==> config.mk <==
export PLATFORM = sky130hd
export DESIGN_NAME = phy_autoneg_ability_regs
export DESIGN_NICKNAME = d
export VERILOG_FILES = /design/src/rtl/autoneg_regs_pkg.sv /design/src/rtl/phy_autoneg_ability_regs.sv
export VERILOG_INCLUDE_DIRS = /design/src /design/src/rtl
export SDC_FILE = /design/constraint.sdc
export NUM_CORES = 1
export LEC_CHECK = 0
export CAP_MARGIN = 25
export CELL_PAD_IN_SITES_DETAIL_PLACEMENT = 1
export CELL_PAD_IN_SITES_GLOBAL_PLACEMENT = 2
export CORE_ASPECT_RATIO = 1.4
export CORE_MARGIN = 5
export CORE_UTILIZATION = 35
export DETAILED_ROUTE_END_ITERATION = 16
export DONT_BUFFER_PORTS = 1
export PLACE_DENSITY = 0.76
export SLEW_MARGIN = 25
export SYNTH_ARGS = -nofsm -noshare
export SYNTH_HDL_FRONTEND = slang
export SYNTH_SLANG_ARGS = --single-unit
==> constraint.sdc <==
create_clock -name ref_clk -period 1.2 [get_ports ref_clk]
set_clock_uncertainty 0.15 [all_clocks]
set_input_delay 0.06 -clock ref_clk [delete_from_list [all_inputs] [get_ports ref_clk]]
set_output_delay 0.06 -clock ref_clk [all_outputs]
set_load 0.05 [all_outputs]
==> src/rtl/autoneg_regs_consts.svh <==
`ifndef AUTONEG_REGS_CONSTS_SVH
`define AUTONEG_REGS_CONSTS_SVH

// ----------------------------------------------------------------
// register addresses on the management port
// ----------------------------------------------------------------
`define ADDR_LOCAL_ADV 5'h04
`define ADDR_PARTNER_ABILITY 5'h05
`define ADDR_AUTONEG_EXPANSION 5'h06

// ----------------------------------------------------------------
// field positions
// ----------------------------------------------------------------
`define BIT_NEXT_PAGE 15
`define BIT_REMOTE_FAULT 13
`define BIT_100TX_FULL 8
`define BIT_100T_HALF 7
`define BIT_10T_FULL 6
`define BIT_10T_HALF 5
`define ABIL_MSB 12
`define ABIL_LSB 5
`define SEL_MSB 4
`define SEL_LSB 0
`define EXP_LP_AN_ABLE 0
`define EXP_PAGE_RX 1
`define EXP_LOCAL_NP_ABLE 2
`define EXP_LP_NP_ABLE 3

// ----------------------------------------------------------------
// reset and fixed values
// ----------------------------------------------------------------
`define SEL_IEEE_802_3 5'h01
`define LOCAL_NP_CAPABLE 1'h0
`define ABIL_RESET 4'hF
`define RF_RESET 1'h0
`define PARTNER_RESET 16'h0000
`define EXPANSION_RESET 16'h0000
`define READ_IDLE 16'h0000

`endif

==> src/rtl/autoneg_regs_pkg.sv <==
package autoneg_regs_pkg;
   typedef logic [15:0] mgmt_word_t;
   typedef logic [4:0] mgmt_addr_t;
endpackage

==> src/rtl/phy_autoneg_ability_regs.sv <==
`timescale 1ns/1ps
`include "autoneg_regs_consts.svh"
// Overview of operation
// - bit 8 advertises 100TX full, resets 1
// - bit 7 advertises 100T half, resets 1
// - bit 6 advertises 10T full, resets 1
// - local selector fixed read-only at 802.3
// - partner register read-only, zero reset, captured
// - partner bit 13 holds received remote fault
// - partner bits 12:5 hold partner abilities
// - partner bits 4:0 hold received selector
// - expansion register read-only, zero reset, status
// - local bit 15 read-only next page capability
module phy_autoneg_ability_regs
   import autoneg_regs_pkg::*;
(
   // clock and reset
   input wire logic ref_clk,
   input wire logic reset,
   // management register port
   input wire mgmt_addr_t mgmt_addr,
   input wire logic mgmt_wr,
   input wire mgmt_word_t mgmt_wdata,
   input wire logic mgmt_rd,
   output mgmt_word_t mgmt_rdata,
   // negotiation engine side
   input wire logic lp_page_valid,
   input wire mgmt_word_t lp_page_data,
   input wire logic lp_autoneg_able,
   output mgmt_word_t local_adv_word
);

   // ----------------------------------------------------------------
   // local advertisement
   // ----------------------------------------------------------------
   logic [3:0] abil_r;
   logic rf_r;
   logic adv_wr;
   mgmt_word_t adv_word;

   assign adv_wr = mgmt_wr && (mgmt_addr == `ADDR_LOCAL_ADV);

   always_ff @(posedge ref_clk) begin
      if (reset) begin
         abil_r <= `ABIL_RESET;
         rf_r <= `RF_RESET;
      end else if (adv_wr) begin
         abil_r <= mgmt_wdata[`ABIL_LSB+3:`ABIL_LSB];
         rf_r <= mgmt_wdata[`BIT_REMOTE_FAULT];
      end
   end

   // selector and next page are hard wired; reserved bits read zero
   always_comb begin
      adv_word = 16'h0000;
      adv_word[`BIT_NEXT_PAGE] = `LOCAL_NP_CAPABLE;
      adv_word[`BIT_REMOTE_FAULT] = rf_r;
      adv_word[`ABIL_LSB+3:`ABIL_LSB] = abil_r;
      adv_word[`SEL_MSB:`SEL_LSB] = `SEL_IEEE_802_3;
   end

   // a written advertisement reaches the engine on local_adv_word from the cycle after the write
   assign local_adv_word = adv_word;

   // ----------------------------------------------------------------
   // partner base page capture
   // ----------------------------------------------------------------
   mgmt_word_t partner_r;

   always_ff @(posedge ref_clk) begin
      if (reset) begin
         partner_r <= `PARTNER_RESET;
      end else if (lp_page_valid) begin
         partner_r <= lp_page_data;
      end
   end

   // ----------------------------------------------------------------
   // expansion status
   // ----------------------------------------------------------------
   logic page_rx_r;
   logic lp_an_able_r;
   logic lp_np_able_r;
   logic exp_rd;
   mgmt_word_t exp_word;

   assign exp_rd = mgmt_rd && (mgmt_addr == `ADDR_AUTONEG_EXPANSION);

   // page received clears on read; a page landing in that cycle wins
   always_ff @(posedge ref_clk) begin
      if (reset) begin
         page_rx_r <= 1'h0;
      end else if (lp_page_valid) begin
         page_rx_r <= 1'h1;
      end else if (exp_rd) begin
         page_rx_r <= 1'h0;
      end
   end

   always_ff @(posedge ref_clk) begin
      if (reset) begin
         lp_an_able_r <= 1'h0;
         lp_np_able_r <= 1'h0;
      end else begin
         lp_an_able_r <= lp_autoneg_able;
         lp_np_able_r <= partner_r[`BIT_NEXT_PAGE];
      end
   end

   always_comb begin
      exp_word = `EXPANSION_RESET;
      exp_word[`EXP_LP_AN_ABLE] = lp_an_able_r;
      exp_word[`EXP_PAGE_RX] = page_rx_r;
      // mirrors the fixed advertisement bit, so no flop is spent on it
      exp_word[`EXP_LOCAL_NP_ABLE] = `LOCAL_NP_CAPABLE;
      exp_word[`EXP_LP_NP_ABLE] = lp_np_able_r;
   end

   // ----------------------------------------------------------------
   // read path
   // ----------------------------------------------------------------
   mgmt_word_t rdata_nxt;

   always_comb begin
      unique case (mgmt_addr)
         `ADDR_LOCAL_ADV: rdata_nxt = adv_word;
         `ADDR_PARTNER_ABILITY: rdata_nxt = partner_r;
         `ADDR_AUTONEG_EXPANSION: rdata_nxt = exp_word;
         default: rdata_nxt = `READ_IDLE;
      endcase
   end

   // holds the last read until the next read strobe
   always_ff @(posedge ref_clk) begin
      if (reset) begin
         mgmt_rdata <= `READ_IDLE;
      end else if (mgmt_rd) begin
         mgmt_rdata <= rdata_nxt;
      end
   end
endmodule

---- Word level (Yosys, flattened, before mapping) ----
Cells that the tools add are included.
storage, ports and cells
  register bits ........................... 40
  word-level logic and storage cells ...... 16
  output and inout port bits .............. 32
operators by class
  mux-type cells .......................... 3
  equal/unequal tests ..................... 3
  reduce and logical (&&, ||, !) cells .... 3
operators by type and width
  operator              count
  $pmux W16 S3          1
  $eq A5 B3 Y1 const B  3
  $logic_and A1 B1 Y1   2
  $mux W1               2
  $reduce_bool A2 Y1    1

---- Logic depth before layout (Yosys ltp) ----
  word-level depth ........................ 4
  depth in mapped cells ................... 5

---- Worst setup path before layout ----
OpenSTA, ideal clock, no wires.
  path type ............................... reg2reg
  start ................................... reg abil_r[0]
  end ..................................... reg mgmt_rdata[5]
  arrival time ............................ 0.871 ns
  data required time ...................... 0.976 ns
  cell stages (with the launch flop) ...... 3
  setup time .............................. 0.074 ns
  setup slack ............................. 0.105 ns
  cell sequence ........................... dfxtp_1 mux2i_1 o21ai_0
on the way
  cells in the longest elaborated chain, start to end .. 1
ends and longest elaborated chain
  item                      RTL line                         source
  start: declaration        phy_autoneg_ability_regs.sv:36   logic [3:0] abil_r;
  start signal: assignment  phy_autoneg_ability_regs.sv:45   abil_r <= `ABIL_RESET;
  start signal: assignment  phy_autoneg_ability_regs.sv:48   abil_r <= mgmt_wdata[`ABIL_LSB+3:`ABIL_LSB];
  $pmux W16 S3              phy_autoneg_ability_regs.sv:125  unique case (mgmt_addr)
  end signal: assignment    phy_autoneg_ability_regs.sv:136  mgmt_rdata <= `READ_IDLE;
  end signal: assignment    phy_autoneg_ability_regs.sv:138  mgmt_rdata <= rdata_nxt;
  end: declaration          phy_autoneg_ability_regs.sv:25   output mgmt_word_t mgmt_rdata,
No other way between the ends.
A chain may end at the register's enable or synchronous reset.

---- Worst setup path after layout ----
  start ................................... reg abil_r[2]
  end ..................................... out local_adv_word[7]
RTL lines
  item              RTL line                        source
  end: declaration  phy_autoneg_ability_regs.sv:30  output mgmt_word_t local_adv_word
No word-level cell between the ends.

==> impl_results.md <==
* Max incr delay on CP at 0.38 ns
* Clock tree from TritonCTS: yes
* Synth cell types at 24
* Adder-Cell Fraction of Synth Area at 0%
* Pin count of the biggest net entering global routing at 41
* Number of input and output port buffers inserted at 0
* Yosys warns at 0
* Worst ir drop on vdd at 0.0009288 V
* Maximum clock path buffer count at 2
* Global-route wire length before repair at 6.230 mm
* Share of flip-flops with an asynchronous set or reset at 0%
* Setup TNS at 0 ns
* Area occupied by multi-input gates at 704.4 µm²
* Setup repair after global routing missed its margin: false
* Number of synthesized register bits at 40
* Endpoints failing setup at 0
* Maxcap violations at 0
* Synthesized cell area at 0.001632 mm²
* Vias at 1,174
* Post-Route WL at 3.954 mm
* # IOs at 75
* Clock slew at the register clock pins of the worst setup and hold paths at 0.07 ns
* Capturing element of the worst setup path: local_adv_word[7]
* Post-synth EDFFs at 0
* Source of the worst register-to-register timing path: partner_r[1]
* Shortest clock period the worst path allows after layout at 1.094 ns
* Area fraction in compound gates after synthesis at 9.433%
* Clock network latency to the later pin of the worst-skew pair at 0.28 ns
* Number of nets in the final layout at 228
* Maximum net fanout on the critical path at 3
* Main combinational cell family by area after synthesis: multiplexers
* Via count of the first global-routing pass at 1,249
* Cell at the root of the clock tree: sky130_fd_sc_hd__clkbuf_8
* Global route total overflow at 0
* Worst hold path type: in2reg
* Max Fclk at 914.1 MHz
* Share of the clock period used by the worst path after layout at 91.17%
* Antenna diode count at 0
* Total power density per cell area at 1449 mW/mm²
* Crit Path Category: reg2out
* Share of the synthesized netlist area taken by xor and xnor gates at 0%
* Top Family by Delay on Critical Path: flip-flops
* Clock buffer count from CTS at 5
* Setup slack, reg-to-reg at 0.24 ns
* Site Rows at 29
* Library cell with the highest instance count after synthesis: sky130_fd_sc_hd__dfxtp_1
* Gate Count Post-Synth at 164
* Number of cells on the worst hold path at 1
* Category of the worst setup path capture point: output port
* Worst Hold Slack at -0.3090 ns
* Violated checks: hold timing
* Series of cell instances along the critical path: buf_4
* Area growth from synthesis to final layout at 17.71%
* Iteration-0 DRC Markers at 21
* Setup Fix Bufs, Post-CTS at 0
* Kind of start point of the critical path: flip-flop
* Die Area at 0.006147 mm²
* GRT Resource Usage Total at 13.64%
* Number of sinks on the clock net at 40
* Synthesized area per cell at 9.949 µm²
* Final Slew Violations at 0
* Cell count along the critical path at 1
* DP Wirelength at 3.104 mm
* Critical path required time at 0.99 ns
* Fill cell instance count of the final layout at 541
* Cell depth of the worst flop-to-flop path at 2
* Iteration count of the initial detailed-routing pass at 4
* Die width at 67.71 µm
* Initial antenna violation count at 0
* Mux share of post-synthesis cell area at 15.95%
* Count of hold-fix buffers inserted at cts at 2
* Leakage at 0.8385 nW
* Sequential cell area fraction in the yosys report at 49.08%
* Top area cells in the synthesized netlist: sky130_fd_sc_hd__dfxtp_1 (49%), sky130_fd_sc_hd__mux2i_1 (16%), sky130_fd_sc_hd__nor2_1 (8.1%)
* Run status: finished with violations
* Count of nets left with antenna violations after detail routing at 0
* DR vias/cell at 4.734
* Most used standard cells in the synthesized netlist: sky130_fd_sc_hd__dfxtp_1 (40), sky130_fd_sc_hd__nor2_1 (35), sky130_fd_sc_hd__mux2i_1 (26), sky130_fd_sc_hd__buf_4 (14), sky130_fd_sc_hd__a32oi_1 (8)
* Simple-gate area share of the yosys netlist at 15.26%
* Library cell with the largest summed area after synthesis: sky130_fd_sc_hd__dfxtp_1
* Arrival time of the worst setup path at 0.88 ns
* Final Wtd Congestion at 0.7168
* Clock H-tree levels at 2
* Worst-path cell with the longest stage delay: sky130_fd_sc_hd__dfxtp_1
* Top flip-flop cell by instance count after synthesis: sky130_fd_sc_hd__dfxtp_1
* Number of endpoints with negative hold slack in the final report at 38
* Power, Total at 2.782 mW
* Critical R2R Capture: mgmt_rdata[1]
* DRC at 0
* Post-cts sizing count at 0
* Startpoint of the worst setup timing path: abil_r[2]
* Fraction of layout instances using a drive strength above 1 at 19.35%
* Starting density of the core at 35.97%
* Count of buffer and inverter cells on the critical path at 1
* Core Area at 0.004536 mm²
* Sequential Area at 800.8 µm²
* Chip Height at 90.79 µm
* Proportion of netlist area held by the largest area contributor at 49.08%
* Avg WL per Cell at 15.94 µm
worst reg2reg max path, stage by stage, from the launching register on:
cell	delay (ns)
sky130_fd_sc_hd__dfxtp_1	0.32
sky130_fd_sc_hd__a22o_1	0.21
sky130_fd_sc_hd__a22o_1	0.19
power breakdown:
part	internal [mW]	switching (mW)	leakage (nW)
registers	1.37	0.0246	0.326
logic	0.0760	0.141	0.448
clock network	0.733	0.439	0.0645
registers in the layout (all words and copies together) (netlist names):
signal / cells
mgmt_rdata: 16
lp_np_able_r: 1
rf_r: 1
abil_r: 4
lp_an_able_r: 1
partner_r: 16
page_rx_r: 1
metrics by stage:
stage / instances / setup slack, ns / hold WS [ns] / util, % / area, µm²
CTS: 248 / 0.08659 / -0.3227 / 42.34 / 1921
detailed placement: 238 / 0.1471 / -0.01208 / 39.12 / 1774
finish: 248 / 0.1060 / -0.3090 / 42.34 / 1921
global route: 248 / 0.07300 / -0.3284 / 42.34 / 1921
global placement: 238 / 0.2106 / -0.01431 / 39.12 / 1774
floorplan: 173 / 0.1048 / 0.03818 / - / 1665
layout make-up:
class,count,area share [%]
Inverter,3,0.5863
Clock inverter,1,1.564
Tap cell,62,4.039
Multi-Input combinational cell,109,36.68
Clock buffer,7,5.016
Sequential cell,40,41.69
Timing Repair Buffer,26,10.42
per-layer routing:
layer / wire [µm] / GRT usage, %
met5: 0 / 0
met3: 289 / 5.355
met1: 1429 / 14.26
met4: 34 / 3.553
met2: 2201 / 24.37
how the worst min path moves through the flow:
stage / from / endpoint / slack, ns
after floorplan: lp_autoneg_able / lp_an_able_r / 0.04
after global placement: reset / partner_r[0] / -0.01
after detailed placement: reset / partner_r[0] / -0.01
after CTS: reset / partner_r[1] / -0.32
after global routing: reset / partner_r[0] / -0.33
final: reset / partner_r[0] / -0.31
placed cells by master, fill, tap and decap left out, drive strengths merged, types with 2 or more instances in the layout:
cell | synthesis | routed
buf | 20 | 24
a32oi | 8 | 8
and2b | 2 | 2
inv | 3 | 3
nor2 | 35 | 35
nor2b | 3 | 3
dlygate4sd3 | 0 | 2
dfxtp | 40 | 40
nand2b | 3 | 3
o21ai | 6 | 6
nand2 | 6 | 6
mux2i | 26 | 26
conb | 2 | 11
a22o | 4 | 4
clkbuf | 1 | 7
cell families (layout without fill, tap and decap cells):
family | after synthesis | after routing
mux | 26 | 26
simple gates | 52 | 52
compound gates | 20 | 20
flops | 40 | 40
buf+inv | 24 | 37
other cells | 2 | 11
No activity file was read; power rests on OpenSTA's default activity.
